$ cat config.mk
export PLATFORM = sky130hd
export DESIGN_NAME = gpb_gpio_port
export DESIGN_NICKNAME = d
export VERILOG_FILES = /design/src/rtl/gpb_pkg.sv /design/src/rtl/gpb_gpio_port.sv /design/src/rtl/gpb_sync2.sv
export SDC_FILE = /design/constraint.sdc
export NUM_CORES = 1
export LEC_CHECK = 0
export ABC_AREA = 1
export BUFFER_PORTS_ARGS = -buffer_cell sky130_fd_sc_hd__clkbuf_2
export CELL_PAD_IN_SITES_DETAIL_PLACEMENT = 1
export CELL_PAD_IN_SITES_GLOBAL_PLACEMENT = 2
export CORE_ASPECT_RATIO = 0.7
export CORE_UTILIZATION = 34
export CTS_CLUSTER_SIZE = 10
export DETAILED_ROUTE_END_ITERATION = 10
export HOLD_SLACK_MARGIN = 0.03
export PLACE_DENSITY_LB_ADDON = 0.2
export SLEW_MARGIN = 30
export SYNTH_ARGS = -nofsm -noshare
export SYNTH_HDL_FRONTEND = slang
export SYNTH_HIERARCHICAL = 1
export SYNTH_SLANG_ARGS = --single-unit
export TNS_END_PERCENT = 1
$ cat constraint.sdc
create_clock -name clk -period 7.9 [get_ports clk]
set_clock_uncertainty 0.2 [all_clocks]
set_input_delay 2.37 -clock clk [delete_from_list [all_inputs] [get_ports clk]]
set_output_delay 2.37 -clock clk [all_outputs]
set_load 0.02 [all_outputs]
$ cat src/rtl/gpb_pkg.sv
// package of register map and field layout for the gpio port block
package gpb_pkg;
	localparam int GPB_NPORTS = 6;
	localparam logic [7:0] GPB_OFS_P0_DATA = 8'h80;
	localparam logic [7:0] GPB_OFS_P1_DATA = 8'h90;
	localparam logic [7:0] GPB_OFS_P1_DIR = 8'h91;
	localparam logic [7:0] GPB_OFS_P1_PU = 8'h92;
	localparam logic [7:0] GPB_OFS_DRV_A = 8'h96;
	localparam logic [7:0] GPB_OFS_DRV_B = 8'h97;
	localparam logic [7:0] GPB_OFS_P0_DIR = 8'h9A;
	localparam logic [7:0] GPB_OFS_P0_PU = 8'h9B;
	localparam logic [7:0] GPB_OFS_P2_DATA = 8'hA0;
	localparam logic [7:0] GPB_OFS_P2_DIR = 8'hA1;
	localparam logic [7:0] GPB_OFS_P2_PU = 8'hA2;
	localparam logic [7:0] GPB_OFS_P3_DATA = 8'hB0;
	localparam logic [7:0] GPB_OFS_P3_DIR = 8'hB1;
	localparam logic [7:0] GPB_OFS_P3_PU = 8'hB2;
	localparam logic [7:0] GPB_OFS_P4_DATA = 8'hC0;
	localparam logic [7:0] GPB_OFS_P4_DIR = 8'hC1;
	localparam logic [7:0] GPB_OFS_P4_PU = 8'hC2;
	localparam logic [7:0] GPB_OFS_P5_DATA = 8'hD8;
	localparam logic [7:0] GPB_OFS_P5_DIR = 8'hD9;
	localparam logic [7:0] GPB_OFS_P5_PU = 8'hDA;
	// own choice: lcd common level select for port 3
	localparam logic [7:0] GPB_OFS_LCD_COM = 8'hDB;
	localparam logic [7:0] GPB_RST_BYTE = 8'h00;
	localparam logic [7:0] GPB_P5_MASK = 8'h3F;
	localparam logic [7:0] GPB_DRV_B_MASK = 8'h3F;
	localparam logic [7:0] GPB_LCD_MASK = 8'h01;
	localparam int GPB_LCD_BIAS_BIT = 0;
	localparam int GPB_FLD_W = 2;
	localparam int GPB_P0L_LSB = 0;
	localparam int GPB_P0H_LSB = 2;
	localparam int GPB_P1L_LSB = 4;
	localparam int GPB_P1H_LSB = 6;
	localparam int GPB_P2L_LSB = 0;
	localparam int GPB_P2H_LSB = 2;
	localparam int GPB_P3L_LSB = 4;
	typedef enum logic [1:0] {
		GPB_KIND_DATA = 2'b00,
		GPB_KIND_DIR = 2'b01,
		GPB_KIND_PU = 2'b10,
		GPB_KIND_NONE = 2'b11
	} gpb_kind_t;
endpackage : gpb_pkg

$ cat src/rtl/gpb_gpio_port.sv
// six-port gpio block with direction, pull-up, latch and drive level registers
//
// Added by the designer: the address-and-strobe port.
`timescale 1ns/1ns
module gpb_gpio_port import gpb_pkg::*; #(
	parameter int PW = 8,
	parameter int NPINS = 46
) (
	input wire logic clk,
	input wire logic rst,
	input wire logic ce,
	input wire logic [7:0] reg_addr,
	input wire logic [7:0] reg_wdata,
	input wire logic reg_wr,
	input wire logic reg_rd,
	output logic [7:0] reg_rdata,
	input wire logic [NPINS-1:0] pin_in,
	output logic [NPINS-1:0] pin_out,
	output logic [NPINS-1:0] pin_oe_n,
	output logic [NPINS-1:0] pin_pullup_on,
	input wire logic [NPINS-1:0] alt_en,
	input wire logic [NPINS-1:0] alt_out,
	input wire logic [NPINS-1:0] alt_drive,
	output logic [2*12-1:0] high_side_drive_strength,
	output logic lcd_com_en,
	output logic lcd_com_third
);
	// per-port register arrays; port 5 upper bits never hold state
	logic [PW-1:0] latch_q [GPB_NPORTS];
	logic [PW-1:0] dir_q [GPB_NPORTS];
	logic [PW-1:0] pu_q [GPB_NPORTS];
	logic [7:0] drv_a_q;
	logic [7:0] drv_b_q;
	logic [7:0] lcd_q;
	logic [NPINS-1:0] pin_sync;
	logic [NPINS-1:0] dir_flat;
	logic [NPINS-1:0] pu_flat;
	logic [NPINS-1:0] latch_flat;
	logic [2:0] sel_port;
	gpb_kind_t sel_kind;

	function automatic logic [2:0] port_of(input logic [7:0] a);
		case (a)
			GPB_OFS_P0_DATA, GPB_OFS_P0_DIR, GPB_OFS_P0_PU: port_of = 3'h0;
			GPB_OFS_P1_DATA, GPB_OFS_P1_DIR, GPB_OFS_P1_PU: port_of = 3'h1;
			GPB_OFS_P2_DATA, GPB_OFS_P2_DIR, GPB_OFS_P2_PU: port_of = 3'h2;
			GPB_OFS_P3_DATA, GPB_OFS_P3_DIR, GPB_OFS_P3_PU: port_of = 3'h3;
			GPB_OFS_P4_DATA, GPB_OFS_P4_DIR, GPB_OFS_P4_PU: port_of = 3'h4;
			GPB_OFS_P5_DATA, GPB_OFS_P5_DIR, GPB_OFS_P5_PU: port_of = 3'h5;
			default: port_of = 3'h7;
		endcase
	endfunction : port_of

	function automatic gpb_kind_t kind_of(input logic [7:0] a);
		case (a)
			GPB_OFS_P0_DATA, GPB_OFS_P1_DATA, GPB_OFS_P2_DATA,
			GPB_OFS_P3_DATA, GPB_OFS_P4_DATA, GPB_OFS_P5_DATA: kind_of = GPB_KIND_DATA;
			GPB_OFS_P0_DIR, GPB_OFS_P1_DIR, GPB_OFS_P2_DIR,
			GPB_OFS_P3_DIR, GPB_OFS_P4_DIR, GPB_OFS_P5_DIR: kind_of = GPB_KIND_DIR;
			GPB_OFS_P0_PU, GPB_OFS_P1_PU, GPB_OFS_P2_PU,
			GPB_OFS_P3_PU, GPB_OFS_P4_PU, GPB_OFS_P5_PU: kind_of = GPB_KIND_PU;
			default: kind_of = GPB_KIND_NONE;
		endcase
	endfunction : kind_of

	function automatic logic [7:0] port_mask(input int p);
		port_mask = (p == 5) ? GPB_P5_MASK : 8'hFF;
	endfunction : port_mask

	assign sel_port = port_of(reg_addr);
	assign sel_kind = kind_of(reg_addr);

	// pins arrive from outside the clock domain
	gpb_sync2 #(
		.W(NPINS)
	) u_sync (
		.clk(clk),
		.rst(rst),
		.ce(ce),
		.level_async(pin_in),
		.level_sync(pin_sync)
	);

	genvar gp;
	generate
		for (gp = 0; gp < GPB_NPORTS; gp++) begin : g_port
			localparam int BASE = gp * PW;
			localparam int NB = (gp == 5) ? 6 : PW;
			always_ff @(posedge clk) begin
				if (rst) begin
					dir_q[gp] <= GPB_RST_BYTE;
				end else if (ce && reg_wr && sel_port == 3'(gp) && sel_kind == GPB_KIND_DIR) begin
					dir_q[gp] <= reg_wdata & port_mask(gp);
				end
			end
			always_ff @(posedge clk) begin
				if (rst) begin
					pu_q[gp] <= GPB_RST_BYTE;
				end else if (ce && reg_wr && sel_port == 3'(gp) && sel_kind == GPB_KIND_PU) begin
					pu_q[gp] <= reg_wdata & port_mask(gp);
				end
			end
			always_ff @(posedge clk) begin
				if (rst) begin
					latch_q[gp] <= GPB_RST_BYTE;
				end else if (ce && reg_wr && sel_port == 3'(gp) && sel_kind == GPB_KIND_DATA) begin
					latch_q[gp] <= reg_wdata & port_mask(gp);
				end
			end
			// port 5 exposes only six pins
			assign dir_flat[BASE +: NB] = dir_q[gp][NB-1:0];
			assign pu_flat[BASE +: NB] = pu_q[gp][NB-1:0];
			assign latch_flat[BASE +: NB] = latch_q[gp][NB-1:0];
		end
	endgenerate

	// drive strength registers
	always_ff @(posedge clk) begin
		if (rst) begin
			drv_a_q <= GPB_RST_BYTE;
		end else if (ce && reg_wr && reg_addr == GPB_OFS_DRV_A) begin
			drv_a_q <= reg_wdata;
		end
	end

	always_ff @(posedge clk) begin
		if (rst) begin
			drv_b_q <= GPB_RST_BYTE;
		end else if (ce && reg_wr && reg_addr == GPB_OFS_DRV_B) begin
			drv_b_q <= reg_wdata & GPB_DRV_B_MASK;
		end
	end

	// lcd common level: bit0 picks one-third over one-quarter
	always_ff @(posedge clk) begin
		if (rst) begin
			lcd_q <= GPB_RST_BYTE;
		end else if (ce && reg_wr && reg_addr == GPB_OFS_LCD_COM) begin
			lcd_q <= reg_wdata & GPB_LCD_MASK;
		end
	end

	// pin drivers; registered so outputs come straight from flops
	genvar gi;
	generate
		for (gi = 0; gi < NPINS; gi++) begin : g_pin
			always_ff @(posedge clk) begin
				if (rst) begin
					pin_out[gi] <= 1'b0;
					pin_oe_n[gi] <= 1'b1;
					pin_pullup_on[gi] <= 1'b0;
				end else if (ce) begin
					if (alt_en[gi]) begin
						pin_out[gi] <= alt_out[gi];
						pin_oe_n[gi] <= ~alt_drive[gi];
						pin_pullup_on[gi] <= ~alt_drive[gi] & pu_flat[gi];
					end else begin
						// push-pull from latch when direction set
						pin_out[gi] <= latch_flat[gi];
						pin_oe_n[gi] <= ~dir_flat[gi];
						pin_pullup_on[gi] <= ~dir_flat[gi] & pu_flat[gi];
					end
				end
			end
		end
	endgenerate

	// drive fields per nibble group, level codes passed as-is
	always_ff @(posedge clk) begin
		if (rst) begin
			high_side_drive_strength <= '0;
			lcd_com_en <= 1'b0;
			lcd_com_third <= 1'b0;
		end else if (ce) begin
			high_side_drive_strength[0 +: 2] <= drv_a_q[GPB_P0L_LSB +: GPB_FLD_W];
			high_side_drive_strength[2 +: 2] <= drv_a_q[GPB_P0H_LSB +: GPB_FLD_W];
			high_side_drive_strength[4 +: 2] <= drv_a_q[GPB_P1L_LSB +: GPB_FLD_W];
			high_side_drive_strength[6 +: 2] <= drv_a_q[GPB_P1H_LSB +: GPB_FLD_W];
			high_side_drive_strength[8 +: 2] <= drv_b_q[GPB_P2L_LSB +: GPB_FLD_W];
			high_side_drive_strength[10 +: 2] <= drv_b_q[GPB_P2H_LSB +: GPB_FLD_W];
			high_side_drive_strength[12 +: 2] <= drv_b_q[GPB_P3L_LSB +: GPB_FLD_W];
			// groups without a field stay at the strongest level
			high_side_drive_strength[23:14] <= '0;
			// lcd common drive active while any port-3 pin is alternate
			lcd_com_en <= |alt_en[31:24];
			lcd_com_third <= lcd_q[GPB_LCD_BIAS_BIT];
		end
	end

	// register read; one cycle later, unmapped reads as zero
	always_ff @(posedge clk) begin
		if (rst) begin
			reg_rdata <= '0;
		end else if (ce) begin
			if (reg_rd) begin
				case (sel_kind)
					// live pin level, not the latch
					GPB_KIND_DATA: begin
						if (sel_port == 3'h5) begin
							reg_rdata <= {2'b00, pin_sync[45:40]};
						end else begin
							reg_rdata <= pin_sync[8*sel_port +: 8];
						end
					end
					GPB_KIND_DIR: reg_rdata <= dir_q[sel_port];
					GPB_KIND_PU: reg_rdata <= pu_q[sel_port];
					default: begin
						if (reg_addr == GPB_OFS_DRV_A) begin
							reg_rdata <= drv_a_q;
						end else if (reg_addr == GPB_OFS_DRV_B) begin
							reg_rdata <= drv_b_q;
						end else if (reg_addr == GPB_OFS_LCD_COM) begin
							reg_rdata <= lcd_q;
						end else begin
							reg_rdata <= '0;
						end
					end
				endcase
			end else begin
				reg_rdata <= '0;
			end
		end
	end

	// checks
	logic past_valid_q;
	always_ff @(posedge clk) begin
		if (rst) begin
			past_valid_q <= 1'b0;
		end else begin
			past_valid_q <= 1'b1;
		end
	end

	// reset and pin mode
	dir_reset_a: assert property (@(posedge clk) $fell(rst) |-> pin_oe_n == '1)
		else $error("pins not inputs after reset");
	pu_reset_a: assert property (@(posedge clk) $fell(rst) |-> pin_pullup_on == '0)
		else $error("pull-ups on after reset");
	pu_input_a: assert property (@(posedge clk) disable iff (rst) (pin_pullup_on & ~pin_oe_n) == '0)
		else $error("pull-up on while driving");
	push_pull_a: assert property (@(posedge clk) disable iff (rst)
		ce && !alt_en[0] && dir_q[0][0] |=> !pin_oe_n[0] && pin_out[0] == $past(latch_q[0][0]))
		else $error("pin 0 not driving its latch");
	pu_on_a: assert property (@(posedge clk) disable iff (rst)
		ce && !alt_en[8] && !dir_q[1][0] && pu_q[1][0] |=> pin_pullup_on[8])
		else $error("pull-up not on for input");
	in_float_a: assert property (@(posedge clk) disable iff (rst)
		ce && !alt_en[8] && !dir_q[1][0] && !pu_q[1][0] |=> pin_oe_n[8] && !pin_pullup_on[8])
		else $error("plain input not floating");
	out_no_pu_a: assert property (@(posedge clk) disable iff (rst)
		ce && !alt_en[16] && dir_q[2][0] |=> !pin_oe_n[16] && !pin_pullup_on[16])
		else $error("pull-up on for output");

	// register writes and clock enable
	latch_wr_a: assert property (@(posedge clk) disable iff (rst)
		ce && reg_wr && reg_addr == GPB_OFS_P2_DATA |=> latch_q[2] == $past(reg_wdata))
		else $error("latch write lost");
	dir_wr_a: assert property (@(posedge clk) disable iff (rst)
		ce && reg_wr && reg_addr == GPB_OFS_P0_DIR |=> dir_q[0] == $past(reg_wdata))
		else $error("direction write lost");
	drv_a_wr_a: assert property (@(posedge clk) disable iff (rst)
		ce && reg_wr && reg_addr == GPB_OFS_DRV_A |=> drv_a_q == $past(reg_wdata))
		else $error("drive register write lost");
	hold_ce_a: assert property (@(posedge clk) disable iff (rst)
		!ce |=> $stable(latch_q[0]) && $stable(dir_q[3]) && $stable(pin_out))
		else $error("state moved with clock enable low");

	// port 5 has six pins
	p5_upper_a: assert property (@(posedge clk) disable iff (rst)
		(dir_q[5][7:6] | pu_q[5][7:6] | latch_q[5][7:6]) == 2'b00)
		else $error("port 5 upper bits hold state");
	p5_read_a: assert property (@(posedge clk) disable iff (rst)
		ce && reg_rd && reg_addr == GPB_OFS_P5_DATA |=> reg_rdata[7:6] == 2'b00)
		else $error("port 5 upper read bits set");
	p5_pin_a: assert property (@(posedge clk) disable iff (rst)
		ce && !alt_en[45] && dir_q[5][5] |=> !pin_oe_n[45] && pin_out[45] == $past(latch_q[5][5]))
		else $error("last port 5 pin not driving");

	// drive levels
	drv_b_rsv_a: assert property (@(posedge clk) disable iff (rst) drv_b_q[7:6] == 2'b00)
		else $error("reserved drive bits set");
	drv_map_a: assert property (@(posedge clk) disable iff (rst)
		ce && past_valid_q |=> high_side_drive_strength[7:6] == $past(drv_a_q[7:6]))
		else $error("drive field map wrong");
	drv_p0_a: assert property (@(posedge clk) disable iff (rst)
		ce |=> high_side_drive_strength[1:0] == $past(drv_a_q[GPB_P0L_LSB +: GPB_FLD_W]))
		else $error("port 0 low drive field wrong");
	drv_p3_a: assert property (@(posedge clk) disable iff (rst)
		ce |=> high_side_drive_strength[13:12] == $past(drv_b_q[GPB_P3L_LSB +: GPB_FLD_W]))
		else $error("port 3 low drive field wrong");
	drv_unused_a: assert property (@(posedge clk) disable iff (rst)
		high_side_drive_strength[23:14] == '0)
		else $error("unmapped drive groups not strongest");

	// alternate function and lcd common
	alt_own_a: assert property (@(posedge clk) disable iff (rst)
		ce && alt_en[3] |=> pin_out[3] == $past(alt_out[3]) && pin_oe_n[3] == !$past(alt_drive[3]))
		else $error("alternate function not overriding");
	alt_pu_a: assert property (@(posedge clk) disable iff (rst)
		ce && alt_en[0] && alt_drive[0] |=> !pin_pullup_on[0] && !pin_oe_n[0])
		else $error("alternate drive with pull-up on");
	lcd_en_a: assert property (@(posedge clk) disable iff (rst)
		ce |=> lcd_com_en == ($past(alt_en[31:24]) != 8'h00))
		else $error("lcd common enable wrong");
	lcd_level_a: assert property (@(posedge clk) disable iff (rst)
		ce |=> lcd_com_third == $past(lcd_q[GPB_LCD_BIAS_BIT]))
		else $error("lcd common level wrong");

	// read path
	rd_live_a: assert property (@(posedge clk) disable iff (rst)
		ce && reg_rd && reg_addr == GPB_OFS_P0_DATA |=> reg_rdata == $past(pin_sync[7:0]))
		else $error("data read not live pins");
	rd_idle_a: assert property (@(posedge clk) disable iff (rst) ce && !reg_rd |=> reg_rdata == '0)
		else $error("read data not cleared");
	dir_rd_a: assert property (@(posedge clk) disable iff (rst)
		ce && reg_rd && reg_addr == GPB_OFS_P3_DIR |=> reg_rdata == $past(dir_q[3]))
		else $error("direction read wrong");
	pu_rd_a: assert property (@(posedge clk) disable iff (rst)
		ce && reg_rd && reg_addr == GPB_OFS_P1_PU |=> reg_rdata == $past(pu_q[1]))
		else $error("pull-up read wrong");
endmodule : gpb_gpio_port

$ cat src/rtl/gpb_sync2.sv
// two-flop synchroniser for pin levels
`timescale 1ns/1ns
module gpb_sync2 #(
	parameter int W = 8
) (
	input wire logic clk,
	input wire logic rst,
	input wire logic ce,
	input wire logic [W-1:0] level_async,
	output logic [W-1:0] level_sync
);
	logic [W-1:0] meta_q;
	always_ff @(posedge clk) begin
		if (rst) begin
			meta_q <= '0;
			level_sync <= '0;
		end else if (ce) begin
			meta_q <= level_async;
			level_sync <= meta_q;
		end
	end
endmodule : gpb_sync2

==> out/metrics.json <==
{
  "run_status": "completed",
  "clk_latency_ps": 560,
  "reg2reg_setup_slack_ps": 6150,
  "reg2regPathDepth": 8,
  "async_reset_ff_share_pct": 0,
  "pin_count_of_the_biggest_net_entering_global_routing": 133,
  "ys_seq_elements": 407,
  "detailedRoute.firstIterationViolations": 971,
  "buffer_ports.inserted": 366,
  "postCtsSetupBuffers": 0,
  "detailedRoute.firstPassIterationCount": 5,
  "finalSetupTns_ps": 0,
  "launch_point_of_the_worst_hold_path": "pin_oe_n[37]",
  "cts_hold_buffers": 0,
  "max_freq_mhz": 181,
  "cp_cell_sequence": "clkbuf_2 -> nand2_1 -> inv_1 -> nor2_1 -> nand2_1 -> nand2_1 -> inv_1 -> nand3_1 -> inv_1 -> nand2_1 -> o21ai_1",
  "cts_root_buffer": "clkbuf_16",
  "whs_ps": 263,
  "yosys.area.top_type_share_pct": 29.9,
  "postSynthAreaPerCell_sq_um": 7.69,
  "cp_max_stage_delay_ps": 660,
  "timing.critical_path.arrival_ps": 5520,
  "area_growth_pct": 19.8,
  "hold_path_end": "pin_oe_n[37]",
  "clock_sinks": 407,
  "gp_routability_congestion": 0.884,
  "h_tree_lvls": 2,
  "synthesis.area_sq_mm": 0.0180,
  "crit_path_end_kind": "flop",
  "biggest_area_contributors_in_the_synthesized_netlist": "dfxtp_1 30%, edfxtp_1 23%, nand2_1 12%",
  "rr_startpoint": "dir_q[4][3]",
  "globalRouteOverflowTotal": 0,
  "ys_dominant_reg_cell": "dfxtp_1",
  "cts_inserted_buffers": 47,
  "detailedPlacementHpwl_um": 48900,
  "ant_nets": 0,
  "mostFrequentLayoutCell": "nand2_1",
  "worst_pin_slew_ps": 1010,
  "cts.repair.resized": 0,
  "layout.cells.most_common_list": "578 x nand2_1, 426 x nor2_1, 364 x clkbuf_2",
  "hold_depth": 2,
  "global_route_wire_length_before_repair_um": 101000,
  "sequential_share_of_the_synthesized_area_pct": 52.8,
  "drc_errors": 0,
  "grtUsageMet2_pct": 38.5,
  "core.rowCount": 70,
  "gr-max-usage-layer": "met2",
  "final-hold-violation-count": 0,
  "synth-warning-count": 6,
  "initial_utilization_pct": 34.5,
  "crit_path_max_fanout": 20,
  "final_nets": 2858,
  "wl_um": 65800,
  "grt_setup_unrepaired": "false",
  "clk_pin_slew_ps": 60,
  "slew-limit-headroom_pct": 32.3,
  "finalWorstPathRequiredPeriod_ps": 5540,
  "dieArea_sq_mm": 0.0540,
  "finalSetupViolCount": 0,
  "crit_path_start_kind": "primary input",
  "yosysUniqueCellTypes": 36,
  "timing.setup.critical_path_class": "primary input to flop",
  "max_capacitance_violation_total": 0,
  "met3_track_utilization_from_global_routing_pct": 4.60,
  "post_synth_inst_count": 2344,
  "fp.dieH_um": 195,
  "routed-via-count": 16700,
  "tritoncts": "built",
  "report.final.slew_viol_count": 0,
  "route.detailed.vias_per_inst": 4.96,
  "largest_buffer_count_on_any_clock_path": 3,
  "design.portCount": 377,
  "crit_required_ps": 7890,
  "power.static_leakage_nw": 10.2,
  "synth_edf_count": 138,
  "layout-drive-gt1-share_pct": 17.3,
  "yosys.area.top_type": "dfxtp_1",
  "cpMostUsedCell": "nand2_1",
  "reg2reg_to": "reg_rdata[3]",
  "grt_pass1_vias": 17100,
  "width_of_the_chip_um": 277,
  "vdd_ir_drop_max_mv": 0.149,
  "groute.layer.met1.usage_pct": 34.2,
  "coreArea_sq_mm": 0.0523,
  "avgRoutedWirePerCell_um": 19.5,
  "power.density_mw_per_mm2": 227,
  "min-delay-path-class": "flop to flop",
  "grt_antenna_before_repair": 5,
  "post-route-period-util_pct": 70.1,
  "worst_path_max_delay_cell": "o21ai_1",
  "groute.usage.overall_pct": 24.2
}
[report_power, final]
| part | leakage [nW] | internal, mW | total, mW | switching (mW) |
|---|---|---|---|---|
| combinational | 6.01 | 0.168 | 0.547 | 0.379 |
| clock | 0.647 | 1.15 | 2.01 | 0.858 |
| sequential | 3.53 | 2.28 | 2.36 | 0.0771 |
[state kept, by name (all words and copies together) (netlist names), 14 cells and up]
signal and cells:
high_side_drive_strength 14, dir_q 46, pin_pullup_on 46, latch_q 46, pu_q 46, u_sync/level_sync 46
u_sync/meta_q 46, pin_out 46, pin_oe_n 46
[synthesized netlist by cell type (2+ instances only)]
| library cell | number |
|---|---|
| nand4_1 | 29 |
| o211ai_1 | 73 |
| nor2_1 | 426 |
| clkinv_1 | 6 |
| buf_1 | 2 |
| edfxtp_1 | 138 |
| o21ai_0 | 75 |
| dfxtp_1 | 269 |
| o21ai_1 | 7 |
| nand2_2 | 2 |
| nor3_1 | 3 |
| nor3_4 | 2 |
| inv_2 | 4 |
| a21oi_1 | 150 |
| buf_4 | 21 |
| o22ai_1 | 5 |
| nor2_2 | 2 |
| buf_2 | 32 |
| buf_6 | 4 |
| o21bai_1 | 10 |
| inv_1 | 301 |
| or2_2 | 3 |
| nor4_1 | 2 |
| a211oi_1 | 28 |
| nand3_1 | 84 |
| nand2_1 | 578 |
| nand3_4 | 4 |
| clkbuf_1 | 70 |
| nand3_2 | 7 |
[metal layers]
layer	part of all wire [%]	routed length, um
met1	47	31000
met2	45	29400
met3	6.5	4270
met4	1.7	1120
met5	0.033	22
[cell families after synthesis]
group                  count (synthesis)  share of synthesized area, %
AND/OR/NAND/NOR                     1143                          25.6
buffers and inverters                440                          9.98
flip-flops                           407                          52.8
AO/OA/AOI/OAI                        353                          11.5
other                                  1                        0.0208
[how the worst max path moves through the flow]
stage	start	endpoint
finish	reg_addr[0]	latch_q[0][4]
global route	reg_addr[2]	pu_q[0][2]
CTS	reg_addr[0]	dir_q[0][7]
detailed placement	reg_addr[0]	dir_q[0][3]
global placement	reg_addr[0]	dir_q[0][7]
floorplan	reg_addr[5]	dir_q[0][0]
[cell type report]
| cell class | count | area [sq um] |
|---|---|---|
| clock inverters | 1 | 8.76 |
| diodes | 3 | 7.51 |
| repair buffers | 380 | 1950 |
| multi-input cells | 1506 | 6750 |
| flip-flops and latches | 407 | 9530 |
| fillers | 6479 | 30700 |
| inverters | 311 | 1170 |
| clock buffers | 77 | 1340 |
| well taps | 684 | 856 |
[stage by stage]
stage | power, mW | utilization, % | setup slack [ps] | area (sq um) | std cells
after CTS | 4.96 | 41.3 | 2160 | 21600 | 3366
after global placement | 2.94 | 38.7 | 1840 | 20300 | 3288
after detailed placement | 2.95 | 38.7 | 1520 | 20300 | 3288
final | 4.91 | 41.3 | 2360 | 21600 | 3369
after global routing | 5.11 | 41.3 | 2100 | 21600 | 3368
after floorplan | 2.70 | - | 3020 | 18100 | 2353
[worst max-delay path: cells and delay by family]
family	cells	cell delay [ps]
AO/OA/AOI/OAI	1	660
AND/OR/NAND/NOR	6	1350
buffers and inverters	4	1130
Power figures use the tool's default switching activity.
